File: config.mk
export PLATFORM = sky130hd
export DESIGN_NAME = acr_regs
export DESIGN_NICKNAME = d
export VERILOG_FILES = /design/src/common/acr_pkg.sv /design/src/rtl/acr_reg_word.sv /design/src/rtl/acr_regs.sv
export VERILOG_INCLUDE_DIRS = /design/src /design/src/common
export SDC_FILE = /design/constraint.sdc
export NUM_CORES = 1
export LEC_CHECK = 0
export BUFFER_PORTS_ARGS = -buffer_cell sky130_fd_sc_hd__buf_2
export CORE_MARGIN = 2
export CORE_UTILIZATION = 47
export DETAILED_ROUTE_END_ITERATION = 8
export PLACE_DENSITY = 0.77
export SETUP_SLACK_MARGIN = 0.2
export SLEW_MARGIN = 20
export SYNTH_ARGS = -nofsm -noshare
export SYNTH_HDL_FRONTEND = slang
export SYNTH_HIERARCHICAL = 1
export SYNTH_SLANG_ARGS = --single-unit
File: constraint.sdc
create_clock -name clk -period 2.45 [get_ports clk]
set_input_delay 0.49 -clock clk [delete_from_list [all_inputs] [get_ports clk]]
set_output_delay 0.49 -clock clk [all_outputs]
set_load 0.1 [all_outputs]
File: src/common/acr_cfg.svh
// Register offsets, writable masks, reset values for channel trim bank
`ifndef ACR_CFG_SVH
`define ACR_CFG_SVH
// Register indices; byte address is four times the index
`define ACR_IDX_CH0_GAIN_LO   6'h0D
`define ACR_IDX_DC_BLOCK      6'h08
`define ACR_IDX_CH1_CONFIG    6'h0E
`define ACR_IDX_CH1_OFS_HI    6'h0F
`define ACR_IDX_CH1_OFS_LO    6'h10
`define ACR_IDX_CH1_GAIN_HI   6'h11
`define ACR_IDX_CH1_GAIN_LO   6'h12
`define ACR_IDX_CH2_CONFIG    6'h13
// Reset values
`define ACR_RST_ZERO          16'h0000
`define ACR_RST_GAIN_HI       16'h8000
// Writable bit masks
`define ACR_MASK_CONFIG       16'hFFC7
`define ACR_MASK_TRIM_LO      16'hFF00
`define ACR_MASK_DC_BLOCK     16'h000F
`define ACR_MASK_FULL         16'hFFFF
// Unmapped read value
`define ACR_RD_UNMAPPED       32'h0000_0000
`endif

File: src/common/acr_pkg.sv
// Types for the channel configuration and calibration register bank
package acr_pkg;

  // Converter input selection
  typedef enum logic [1:0] {
    ACR_IN_PINS     = 2'h0,
    ACR_IN_SHORTED  = 2'h1,
    ACR_IN_DIAG_POS = 2'h2,
    ACR_IN_DIAG_NEG = 2'h3
  } acr_input_sel_t;

  // Decoded settings of one channel
  typedef struct packed {
    logic [9:0]     phase_delay;
    logic           dc_block_bypass;
    logic [3:0]     dc_block_setting;
    acr_input_sel_t input_select;
    logic [23:0]    offset_trim;
    logic [23:0]    gain_trim;
  } acr_chan_ctrl_t;

  // Bus response states
  typedef enum logic [1:0] {
    ACR_ST_IDLE = 2'h0,
    ACR_ST_ACK  = 2'h1
  } acr_state_t;

endpackage

File: src/rtl/acr_reg_word.sv
`timescale 1ns/1ps
// One 16-bit register word with a writable mask and a reset value
module acr_reg_word #(
  parameter logic [15:0] RESET_VAL = 16'h0000,
  parameter logic [15:0] WR_MASK   = 16'hFFFF
) (
  input  wire logic        clk,    // System clock
  input  wire logic        rst,    // Synchronous reset
  input  wire logic        wr_en,  // Write strobe
  input  wire logic [15:0] wr_data, // Write data
  input  wire logic [1:0]  wr_be,  // Byte enables
  output logic      [15:0] val_q   // Stored value
);
  logic [15:0] val_d;
  logic [15:0] lane_mask;

  // Mask of bits the write may change
  always_comb begin
    lane_mask = {{8{wr_be[1]}}, {8{wr_be[0]}}} & WR_MASK;
    val_d     = val_q;
    if (wr_en) begin
      val_d = (val_q & ~lane_mask) | (wr_data & lane_mask);
    end
  end

  // Reserved bits never leave their reset value of zero
  always_ff @(posedge clk) begin
    if (rst) begin
      val_q <= RESET_VAL;
    end else begin
      val_q <= val_d;
    end
  end
endmodule

File: src/rtl/acr_regs.sv
// Local design decision: the Avalon-MM slave port.
`timescale 1ns/1ps
// Channel configuration and calibration register bank on Avalon-MM
// Functional notes
// Config bits 15:6 hold a read/write phase delay, reset zero.
// Config bit 2 bypasses dc-block for that channel; zero follows global.
// Input select 00 picks pin pair, 01 shorts converter inputs.
// Input select 10 gives positive, 11 negative dc diagnostic signal.
// Offset high register holds offset bits 23:8, read/write, reset zero.
// Offset low register upper byte holds bits 7:0; low byte reserved.
// Gain high register holds gain bits 23:8, resets to 8000h.
// Gain low upper byte holds gain bits 7:0; low byte reserved.
// Global dc-block setting is four read/write bits 3:0.
// Reserved bits read zero; writes to them are ignored.
// Calibration word is high register above low register upper byte.
`include "acr_cfg.svh"
module acr_regs (
  input  wire logic                 clk,            // 10 MHz clock
  input  wire logic                 rst,            // Sync reset, active high
  input  wire logic [7:0]           avs_address,    // Byte address
  input  wire logic                 avs_read,       // Read request
  input  wire logic                 avs_write,      // Write request
  input  wire logic [31:0]          avs_writedata,  // Write data
  input  wire logic [3:0]           avs_byteenable, // Byte enables
  output logic      [31:0]          avs_readdata,   // Read data
  output logic                      avs_waitrequest, // Stall
  output acr_pkg::acr_chan_ctrl_t   chan1_ctrl,     // Channel 1 settings
  output acr_pkg::acr_chan_ctrl_t   chan2_ctrl,     // Channel 2 settings
  output logic      [7:0]           chan0_gain_trim_lower // Ch0 gain bits
);
  import acr_pkg::*;

  localparam int NREG = 8;

  // All state of the bus side
  typedef struct packed {
    acr_state_t  state;
    logic [31:0] rdata;
  } acr_bus_state_t;

  acr_bus_state_t st_q;
  acr_bus_state_t st_d;

  logic [15:0]       reg_val [NREG];
  logic [NREG-1:0]   reg_hit;
  logic              access;
  logic              wr_fire;
  logic [5:0]        idx;
  logic              aligned;

  // Register word index for each slot
  function automatic logic [5:0] slot_idx(input int s);
    case (s)
      0:       slot_idx = `ACR_IDX_DC_BLOCK;
      1:       slot_idx = `ACR_IDX_CH0_GAIN_LO;
      2:       slot_idx = `ACR_IDX_CH1_CONFIG;
      3:       slot_idx = `ACR_IDX_CH1_OFS_HI;
      4:       slot_idx = `ACR_IDX_CH1_OFS_LO;
      5:       slot_idx = `ACR_IDX_CH1_GAIN_HI;
      6:       slot_idx = `ACR_IDX_CH1_GAIN_LO;
      default: slot_idx = `ACR_IDX_CH2_CONFIG;
    endcase
  endfunction

  // Writable mask per slot; reserved bits stay zero
  function automatic logic [15:0] slot_mask(input int s);
    case (s)
      0:       slot_mask = `ACR_MASK_DC_BLOCK;
      1:       slot_mask = `ACR_MASK_TRIM_LO;
      2:       slot_mask = `ACR_MASK_CONFIG;
      3:       slot_mask = `ACR_MASK_FULL;
      4:       slot_mask = `ACR_MASK_TRIM_LO;
      5:       slot_mask = `ACR_MASK_FULL;
      6:       slot_mask = `ACR_MASK_TRIM_LO;
      default: slot_mask = `ACR_MASK_CONFIG;
    endcase
  endfunction

  assign idx     = avs_address[7:2];
  assign aligned = (avs_address[1:0] == 2'h0);
  assign access  = (avs_read | avs_write) && (st_q.state == ACR_ST_IDLE);
  assign wr_fire = avs_write && (st_q.state == ACR_ST_IDLE);

  // One storage word per register
  generate
    for (genvar g = 0; g < NREG; g++) begin : g_word
      localparam logic [15:0] RV = (g == 5) ? `ACR_RST_GAIN_HI
                                            : `ACR_RST_ZERO;
      assign reg_hit[g] = aligned && (idx == slot_idx(g));
      acr_reg_word #(
        .RESET_VAL (RV),
        .WR_MASK   (slot_mask(g))
      ) u_word (
        .clk     (clk),
        .rst     (rst),
        .wr_en   (wr_fire && reg_hit[g]),
        .wr_data (avs_writedata[15:0]),
        .wr_be   (avs_byteenable[1:0]),
        .val_q   (reg_val[g])
      );
    end
  endgenerate

  // Bus sequencing and read mux; unmapped reads return zero
  always_comb begin
    st_d = st_q;
    case (st_q.state)
      ACR_ST_IDLE: begin
        if (access) begin
          st_d.state = ACR_ST_ACK;
          st_d.rdata = `ACR_RD_UNMAPPED;
          for (int s = 0; s < NREG; s++) begin
            if (reg_hit[s]) begin
              st_d.rdata = {16'h0000, reg_val[s]};
            end
          end
        end
      end
      ACR_ST_ACK: begin
        st_d.state = ACR_ST_IDLE;
      end
      default: begin
        st_d.state = ACR_ST_IDLE;
      end
    endcase
  end

  // Registered bus state
  always_ff @(posedge clk) begin
    if (rst) begin
      st_q <= '{state: ACR_ST_IDLE, rdata: 32'h0000_0000};
    end else begin
      st_q <= st_d;
    end
  end

  // Waitrequest high only in the first cycle of an access, so every access takes two
  assign avs_waitrequest = (avs_read | avs_write) &&
                           (st_q.state != ACR_ST_ACK);
  assign avs_readdata    = st_q.rdata;

  // Settings handed to each channel's data path
  always_comb begin
    chan1_ctrl.phase_delay      = reg_val[2][15:6];
    chan1_ctrl.dc_block_bypass  = reg_val[2][2];
    chan1_ctrl.dc_block_setting = reg_val[2][2] ? 4'h0
                                  : reg_val[0][3:0];
    chan1_ctrl.input_select     = acr_input_sel_t'(reg_val[2][1:0]);
    chan1_ctrl.offset_trim      = {reg_val[3], reg_val[4][15:8]};
    chan1_ctrl.gain_trim        = {reg_val[5], reg_val[6][15:8]};
    chan2_ctrl.phase_delay      = reg_val[7][15:6];
    chan2_ctrl.dc_block_bypass  = reg_val[7][2];
    chan2_ctrl.dc_block_setting = reg_val[7][2] ? 4'h0
                                  : reg_val[0][3:0];
    chan2_ctrl.input_select     = acr_input_sel_t'(reg_val[7][1:0]);
    chan2_ctrl.offset_trim      = 24'h00_0000;
    chan2_ctrl.gain_trim        = {`ACR_RST_GAIN_HI, 8'h00};
  end
  assign chan0_gain_trim_lower = reg_val[1][15:8];

  // Checks
  a_unmapped_zero_a: assert property (@(posedge clk) disable iff (rst)
    (st_q.state == ACR_ST_IDLE && avs_read && !(|reg_hit))
      |=> avs_readdata == 32'h0)
    else $error("unmapped read not zero");
  cfg_rsvd_zero_a: assert property (@(posedge clk) disable iff (rst)
    reg_val[2][5:3] == 3'h0 && reg_val[7][5:3] == 3'h0)
    else $error("config reserved bits set");
  trim_lo_rsvd_a: assert property (@(posedge clk) disable iff (rst)
    reg_val[4][7:0] == 8'h0 && reg_val[1][7:0] == 8'h0 &&
    reg_val[6][7:0] == 8'h0)
    else $error("trim low reserved byte set");
  dc_rsvd_a: assert property (@(posedge clk) disable iff (rst)
    reg_val[0][15:4] == 12'h0)
    else $error("dc block reserved bits set");
  phase_write_a: assert property (@(posedge clk) disable iff (rst)
    (wr_fire && reg_hit[2] && avs_byteenable[1:0] == 2'h3)
      |=> chan1_ctrl.phase_delay == $past(avs_writedata[15:6]))
    else $error("phase delay not written");
  bypass_sel_a: assert property (@(posedge clk) disable iff (rst)
    chan1_ctrl.dc_block_bypass |-> chan1_ctrl.dc_block_setting == 4'h0)
    else $error("bypass still uses global setting");
  ofs_concat_a: assert property (@(posedge clk) disable iff (rst)
    chan1_ctrl.offset_trim[7:0] == reg_val[4][15:8])
    else $error("offset trim concatenation wrong");
  gain_write_a: assert property (@(posedge clk) disable iff (rst)
    (wr_fire && reg_hit[5] && avs_byteenable[1:0] == 2'h3)
      |=> chan1_ctrl.gain_trim[23:8] == $past(avs_writedata[15:0]))
    else $error("gain high not written");
  ofs_hi_write_a: assert property (@(posedge clk) disable iff (rst)
    (wr_fire && reg_hit[3] && avs_byteenable[1:0] == 2'h3)
      |=> chan1_ctrl.offset_trim[23:8] == $past(avs_writedata[15:0]))
    else $error("offset high not written");
  mux_write_a: assert property (@(posedge clk) disable iff (rst)
    (wr_fire && reg_hit[2] && avs_byteenable[0])
      |=> chan1_ctrl.input_select == $past(avs_writedata[1:0]))
    else $error("input select not written");
  ans_time_a: assert property (@(posedge clk) disable iff (rst)
    (st_q.state == ACR_ST_IDLE && (avs_read || avs_write))
      |-> avs_waitrequest ##1 !avs_waitrequest)
    else $error("answer not in second cycle");
  c_read_c: cover property (@(posedge clk) avs_read && !avs_waitrequest);
  c_write_c: cover property (@(posedge clk) avs_write && !avs_waitrequest);
  c_bypass_c: cover property (@(posedge clk) chan1_ctrl.dc_block_bypass);
endmodule

==> impl_metrics.csv, run 1 <==
group,metric,value,unit
critical_path,crit_family,"buffers and inverters",
clocking,h-tree-depth,3,
drt,wire_per_inst,18.1,um
global_route,grt_pass1_wl,30600,um
synth,ys_top_cells_by_count,"buf_4 (129), dfxtp_1 (103), nand3_1 (93)",
critical_path,crit_chain,"o21bai_1, buf_4, inv_1, buf_2",
synth,avgSynthCellArea,8.49,um2
global_route,grt_overflow,0,
critical_path,critPathArrivalTime,1530,ps
synth,synth_area_leaders,"dfxtp_1 (29%), buf_4 (14%), nand3_1 (6.6%), a21bo_2 (6.4%), a21oi_1 (6.3%)",
finish,diodes,0,
placement,port_buffers,136,
critical_path,cp-start-kind,"flop",
die,core,14600,um2
critical_path,crit_slowest_cell,"buf_2",
sta,worst_pin_slew,757,ps
finish,utilization,0.517,
clocking,cts-resized-gates,0,
finish,drive_above_1_share,0.291,
die,die_w,127,um
power_and_ir_drop,pwr-share-comb,0.212,
critical_path,crit_buf_inv,3,
finish,area_growth,6.88,%
clocking,cts_setup_buffers,0,
run,maxCapViolCount,0,
power_and_ir_drop,switching_power,1450,uW
synth,synth_top_family_by_area,"compound AO/OA/AOI/OAI gates",
finish,final_net_count,964,
clocking,insertion_delay,350,ps
die,die_h,127,um
synth,yosysSeqAreaShare,0.292,
power_and_ir_drop,powerDensity,538,nW/um2
synth,synth-warning-count,6,
global_route,grt_pass1_vias,5367,
clocking,clkTransAtPathRegs,70,ps
drt,via_per_inst,5.61,
synth,yosysTopAreaCell,"dfxtp_1",
synth,synth_edf_count,0,
sta,slew_violations,0,
critical_path,critPathKind,"flop to output pin",
die,dieArea,16000,um2
clocking,cts.sinks,103,
placement,gp_congestion,0.915,
power_and_ir_drop,swShare,0.357,
synth,synth_area,7060,um2
global_route,antenna_found_initial,0,
power_and_ir_drop,p_leak,0.00318,uW
sta,slew-limit-headroom,0.494,
placement,place_area,7240,um2
drt,vias,6203,
sta,max_freq,0.494,GHz
drt,drt-initial-drc-count,553,
critical_path,slowest_delay,420,ps
synth,synthCells,831,
finish,fill_cells,1393,
synth,synthDistinctLibCells,66,
clocking,cts_hold_buffers,0,
sta,grt_setup_unrepaired,"false",
sta,skew,4.57,ps
global_route,grtUsageTotal,0.242,
synth,synthFlopType,"dfxtp_1",
power_and_ir_drop,p_clk_frac,0.372,
die,rows,44,
global_route,grt_max_degree,113,
clocking,clock_tree.buffer_depth,2,
drt,drcViolationCount,0,
placement,dpl.hpwl,14400,um
synth,ys_ff_latch,103,
sta,finalHoldViolations,0,
drt,dr.pass1.iters,6,
clocking,cts_tree,"done",
hold_path,hold_path.class,"primary input to flop",
sta,setup_viol,0,
sta,fin_crit_sh,0.826,
finish,multi_input_area,3850,um2
power_and_ir_drop,p_seq_frac,0.416,
critical_path,crit_fanout,20,
critical_path,required,1960,ps
drt,wl,20000,um
synth,synth_compound_area_frac,0.317,
outcome,status,"complete, no violations",
synth,synthAdderAreaFrac,0,
synth,synthXorXnorAreaFrac,0,
sta,fin_crit,2020,ps
power_and_ir_drop,cellInternalPower,2610,uW
clocking,numCtsBuffers,9,
die,io_pins,219,
die,start_util,0.484,
critical_path,cp-end-kind,"output pin",
synth,synthArstFlopShare,0,
clocking,clockRootBuffer,"clkbuf_16",
drt,ant_nets,0,
synth,yosysMostFrequentCell,"buf_4",
synth,synth_simple_gate_area_frac,0.158,
finish,fin_area,7540,um2
synth,synth_mux_area_frac,0.0106,
finish,seq_area,2060,um2
synth,yosysTopAreaCellShare,0.292,
power_and_ir_drop,peakVddDrop,330,uV
## final timing paths
kind | from | end | slack, ps | depth (start not counted)
setup / recovery | st_q[32] | avs_waitrequest | 430 | 4
hold reg to reg | avs_readdata[6] | avs_readdata[6] | 500 | 2
setup reg to reg | st_q[32] | flop | 800 | 5
hold / removal | avs_writedata[4] | flop | 400 | 3
## cells by family after synthesis
family                 after synthesis
AO/OA/AOI/OAI                      296
buffers and inverters              206
flip-flops                         103
multiplexers                         7
other                                8
AND/OR/NAND/NOR                    211
## power by group through the flow
stage | sequential [uW] | clock, uW | combinational, uW
floorplan | 1730 | 0 | 876
detailed placement | 1730 | 0 | 849
global route | 1690 | 1580 | 900
CTS | 1690 | 1530 | 850
finish | 1690 | 1510 | 861
global placement | 1730 | 0 | 845
## metal layers
metal,track usage,wire length (um)
met1,0.326,8360
met2,0.387,9460
met3,0.0401,1530
met4,0.0963,689
met5,0,0
## area by class of cell
type / instances / area share
timing repair buffer: 176 / 0.142
clock buffer: 10 / 0.0304
clock inverter: 6 / 0.00996
sequential: 103 / 0.273
tap: 184 / 0.0305
inverter: 6 / 0.00299
multi-input combinational: 620 / 0.511
## layout by cell type (no fill, tap or decap), types with 5 or more instances in the layout
master	n
buf_2	135
conb_1	106
dfxtp_1	103
nand3_1	93
a21oi_1	89
a21bo_2	45
a21bo_1	40
nor2_1	38
buf_4	34
nand2_1	24
o21ai_0	22
nor2b_1	16
a21oi_2	12
a22oi_1	10
o22ai_1	9
a222oi_1	9
clkbuf_16	9
a31oi_1	8
a2bb2oi_1	8
nand2b_1	7
buf_12	7
inv_1	6
nor3_1	6
o2bb2ai_1	5
a211oi_1	5
a221o_1	5
## metrics by stage
step | setup WS, ps | setup TNS, ps | total power, uW | hold WS [ps] | cells
finish | 425 | 0 | 4060 | 399 | 1105
global route | 305 | 0 | 4170 | 403 | 1105
CTS | 415 | 0 | 4060 | 393 | 1105
detailed placement | 84.9 | 0 | 2580 | 483 | 1089
global placement | 107 | 0 | 2570 | 484 | 1089
floorplan | -208 | -1650 | 2610 | 452 | 929
## tightest hold or removal path, stage by stage
cell and delay (ps):
buf_2 110, nand3_1 60, a21oi_1 50
No activity file was read; power rests on OpenSTA's default activity.
==> run 2: changes to the inputs <==
--- a/config.mk
+++ b/config.mk
@@ -8,9 +8,9 @@
 export LEC_CHECK = 0
 export BUFFER_PORTS_ARGS = -buffer_cell sky130_fd_sc_hd__buf_2
 export CORE_MARGIN = 2
-export CORE_UTILIZATION = 47
+export CORE_UTILIZATION = 52
 export DETAILED_ROUTE_END_ITERATION = 8
-export PLACE_DENSITY = 0.77
+export PLACE_DENSITY = 0.81
 export SETUP_SLACK_MARGIN = 0.2
 export SLEW_MARGIN = 20
 export SYNTH_ARGS = -nofsm -noshare
==> constraint.sdc (replaced) <==
create_clock -name clk -period 2 [get_ports clk]
set_input_delay 0.4 -clock clk [delete_from_list [all_inputs] [get_ports clk]]
set_output_delay 0.4 -clock clk [all_outputs]
set_load 0.1 [all_outputs]
==> run 2 against run 1 <==
Count of clock-buffer cells in the layout did not move; die area fell by 9.3%; global-route usage grew 3.1 points; sequential power increased by 22%; critical path type unchanged.
==> impl_metrics.csv, run 2 (synthesis results as in run 1) <==
group,metric,value,unit
hold_path,hold_path.class,"primary input to flop",
power_and_ir_drop,peakVddDrop,470,uV
global_route,grtUsageTotal,0.273,
die,io_pins,219,
clocking,insertion_delay,360,ps
global_route,antenna_found_initial,0,
sta,setup_viol,0,
die,die_w,120,um
critical_path,cp-end-kind,"output pin",
finish,area_growth,11.4,%
drt,vias,6364,
sta,slew_violations,0,
finish,fill_cells,1184,
run,maxCapViolCount,0,
drt,ant_nets,0,
placement,gp_congestion,0.918,
clocking,cts_tree,"done",
placement,port_buffers,136,
critical_path,cp-start-kind,"flop",
clocking,cts.sinks,103,
finish,final_cell_mix,"buf_2 (132), conb_1 (106), dfxtp_1 (95)",
sta,hold_ws,312,ps
sta,max_freq,0.563,GHz
outcome,status,"complete, no violations",
sta,slew-limit-headroom,0.648,
global_route,grt_pass1_vias,5731,
die,rows,42,
critical_path,crit_family,"flip-flops",
clocking,h-tree-depth,3,
finish,diodes,0,
critical_path,crit_slowest_cell,"dfxtp_2",
critical_path,slowest_delay,530,ps
sta,finalHoldViolations,0,
critical_path,crit_chain,"buf_2",
drt,wire_per_inst,17.8,um
global_route,grt_overflow,0,
placement,place_inst,1109,
drt,wl,19900,um
drt,via_per_inst,5.67,
global_route,grt_max_degree,113,
sta,grt_setup_unrepaired,"true",
critical_path,critPathKind,"flop to output pin",
sta,skew,9.61,ps
drt,drcViolationCount,0,
clocking,numCtsBuffers,9,
die,dieArea,14500,um2
sta,worst_pin_slew,527,ps
critical_path,required,1600,ps
power_and_ir_drop,p_leak,0.00334,uW
die,start_util,0.533,
finish,drive_above_1_share,0.339,
clocking,clkTransAtPathRegs,60,ps
critical_path,crit_fanout,7,
critical_path,critPathArrivalTime,1380,ps
finish,final_net_count,992,
hold_path,min-delay-start,"avs_writedata[4]",
sta,fin_crit,1780,ps
sta,fin_crit_sh,0.888,
placement,dpl.hpwl,14600,um
drt,dr.pass1.iters,5,
drt,drt-initial-drc-count,681,
clocking,clockRootBuffer,"clkbuf_16",
finish,final_cells,1123,
critical_path,crit_buf_inv,1,
finish,layout_commonest_cell,"buf_2",
die,die_h,120,um
power_and_ir_drop,powerDensity,629,nW/um2
clocking,clock_tree.buffer_depth,2,
die,core,13200,um2
global_route,grt_pass1_wl,31100,um
critical_path,rrSetupSlack,490,ps
[run 2: final timing paths]
kind | cells past startpoint | to
hold / removal | 3 | flop
hold reg to reg | 2 | avs_readdata[6]
setup reg to reg | 5 | avs_readdata[9]
setup / recovery | 1 | chan2_ctrl[54]
[run 2: repair_timing]
item,in CTS,in global routing
hold buffers,0,0
setup endpoints to repair,1,20
pin swaps,0,4
resized for setup,1,10
setup buffers,0,0
[run 2: worst register-to-register path: stages, from the launching register on]
cell       delay, ps
dfxtp_1          340
nand2b_1         180
a222oi_1         280
nor2_1            70
a2111oi_0        440
nor3_1            80
[run 2: power by group]
group	total (uW)	leakage, uW	internal, uW	switching [uW]
registers	2070	0.000835	2060	6.97
clock network	1780	0.000141	997	786
logic	1090	0.00237	168	927
total	4940	0.00334	3230	1720
[run 2: metrics by stage]
| step | power [uW] | setup slack (ps) | util | setup TNS, ps | area (um2) |
|---|---|---|---|---|---|
| finish | 4940 | 225 | 0.594 | 0 | 7860 |
| global route | 5090 | 179 | 0.594 | 0 | 7860 |
| CTS | 4940 | 212 | 0.591 | 0 | 7830 |
| detailed placement | 3190 | -159 | 0.569 | -2000 | 7530 |
| global placement | 3180 | -126 | 0.569 | -1280 | 7530 |
| floorplan | 3210 | 5.20 | - | 0 | 7610 |
[run 2: area by class of cell]
type | count | area, um2 | area share
clock buffers | 10 | 239 | 0.0304
repair buffers | 204 | 1290 | 0.164
inverters | 6 | 22.5 | 0.00287
well taps | 176 | 220 | 0.0280
flip-flops and latches | 103 | 2070 | 0.264
multi-input cells | 620 | 3960 | 0.504
clock inverters | 4 | 55.1 | 0.00700
[run 2: routing by layer]
metal,GRT usage,part of all wire,up-vias
li1,-,-,2984
met1,0.363,0.41,2966
met2,0.431,0.46,354
met3,0.0505,0.090,60
met4,0.118,0.036,0
met5,0,0,-
==> run 3: changes to the inputs <==
--- a/config.mk
+++ b/config.mk
@@ -7,6 +7,7 @@
 export NUM_CORES = 1
 export LEC_CHECK = 0
 export BUFFER_PORTS_ARGS = -buffer_cell sky130_fd_sc_hd__buf_2
+export CORE_ASPECT_RATIO = 0.8
 export CORE_MARGIN = 2
 export CORE_UTILIZATION = 52
 export DETAILED_ROUTE_END_ITERATION = 8
==> run 3 against run 2 <==
Routed wire length is 0.97% lower; sequential power hardly changed; combinational power is essentially flat; die area hardly changed; first-iteration DRC count decreased by 13%; setup slack got worse by 32 ps.
==> impl_metrics.csv, run 3 (synthesis results as in run 1) <==
group,metric,value,unit
sta,max_freq,0.554,GHz
global_route,use_met1,0.364,
global_route,met3_usage,0.0520,
finish,diodes,0,
hold_path,hold_path.class,"primary input to flop",
sta,skew,11.4,ps
clocking,clock_tree.buffer_depth,2,
die,dieArea,14500,um2
die,io_pins,219,
finish,final_cells,1127,
drt,via_per_inst,5.66,
finish,final_net_count,990,
global_route,use_met2,0.426,
sta,fin_crit,1810,ps
critical_path,critPathArrivalTime,2080,ps
sta,grt_setup_unrepaired,"false",
clocking,h-tree-depth,3,
clocking,clockRootBuffer,"clkbuf_16",
critical_path,critPathKind,"primary input to flop",
drt,wl,19700,um
sta,setup_viol,0,
placement,place_inst,1111,
global_route,grtUsageTotal,0.268,
global_route,grt_busiest_layer,"met2",
global_route,grt_pass1_wl,30300,um
power_and_ir_drop,p_leak,0.00332,uW
placement,dpl.hpwl,14500,um
global_route,antenna_found_initial,0,
critical_path,crit_buf_inv,1,
sta,slew_violations,0,
critical_path,required,2270,ps
global_route,grt_max_degree,113,
clocking,cts_tree,"done",
sta,tns,0,ps
clocking,insertion_delay,360,ps
placement,dpl_worst_slack,-91.5,ps
power_and_ir_drop,peakVddDrop,400,uV
sta,slew-limit-headroom,0.536,
sta,worst_pin_slew,694,ps
drt,ant_nets,0,
clocking,cts_hold_buffers,0,
critical_path,cp_common_cell,"or3_4",
global_route,grt_pass1_vias,5528,
drt,drcViolationCount,0,
critical_path,slowest_delay,470,ps
placement,port_buffers,136,
die,die_h,108,um
die,start_util,0.526,
finish,final_cell_mix,"buf_2 (132), conb_1 (106), dfxtp_1 (95)",
critical_path,crit_family,"simple AND/OR/NAND/NOR gates",
die,die_w,134,um
placement,gp_congestion,0.911,
clocking,numCtsBuffers,9,
critical_path,cp-end-kind,"flop",
critical_path,crit_chain,"buf_2, or3_4, or3_4, a222oi_1, a2111oi_1, nor3_1",
drt,drt-initial-drc-count,591,
critical_path,crit_slowest_cell,"a222oi_1",
clocking,clkTransAtPathRegs,70,ps
clocking,cts.sinks,103,
critical_path,cp-start-kind,"primary input",
run,maxCapViolCount,0,
sta,worst_slack,193,ps
finish,layout_commonest_cell,"buf_2",
power_and_ir_drop,powerDensity,625,nW/um2
power_and_ir_drop,p_total,4900,uW
finish,drive_above_1_share,0.336,
die,core,13400,um2
drt,vias,6375,
drt,wire_per_inst,17.5,um
die,rows,38,
sta,fin_crit_sh,0.903,
finish,fill_cells,1199,
sta,finalHoldViolations,0,
global_route,grt_overflow,0,
finish,area_growth,11.1,%
outcome,status,"complete, no violations",
drt,dr.pass1.iters,5,
critical_path,crit_fanout,5,
## run 3: per-layer routing
layer,wire (um),part of all wire,vias up
met4,501,0.025,0
met2,9160,0.46,328
met5,0,0,-
met1,8270,0.42,3028
li1,-,-,2979
met3,1820,0.092,40
## run 3: report_power, final
part	switching [uW]	internal, uW
sequential	7.19	2060
clock	859	871
combinational	928	173
total	1790	3100
## run 3: per-stage QoR
step | hold slack (ps) | area [um2] | util
6_report | 308 | 7840 | 0.585
5_1_grt | 312 | 7840 | 0.585
4_1_cts | 302 | 7810 | 0.583
3_5_place_dp | 483 | 7520 | 0.561
3_3_place_gp | 479 | 7520 | 0.561
2_1_floorplan | 452 | 7610 | -
## run 3: final timing paths
check | endpoint | cells past startpoint | start | slack (ps)
hold reg to reg | avs_readdata[6] | 2 | avs_readdata[6] | 500
setup reg to reg | flop | 5 | st_q[32] | 320
setup / recovery | avs_readdata[7] | 6 | avs_address[1] | 190
hold / removal | flop | 3 | avs_writedata[4] | 310
## run 3: repair_timing
action                     in CTS  in global routing
setup endpoints to repair       1                 11
pin swaps                       0                  2
buffers inserted                0                  0
resized for setup               1                  9
## run 3: area by class of cell
class                           count  area, um2  area share
Multi-Input combinational cell    620       3950       0.504
Sequential cell                   103       2070       0.264
Timing Repair Buffer              202       1270       0.163
Clock buffer                        9        225      0.0287
Tap cell                          180        225      0.0287
Clock inverter                      7       63.8     0.00814
Inverter                            6       26.3     0.00335
## run 3: worst register-to-register path, stage by stage, from the launching register on
cell	delay, ps
dfxtp_1	310
nand2b_1	440
nor4_2	340
buf_4	260
nand3_1	100
a21oi_1	160
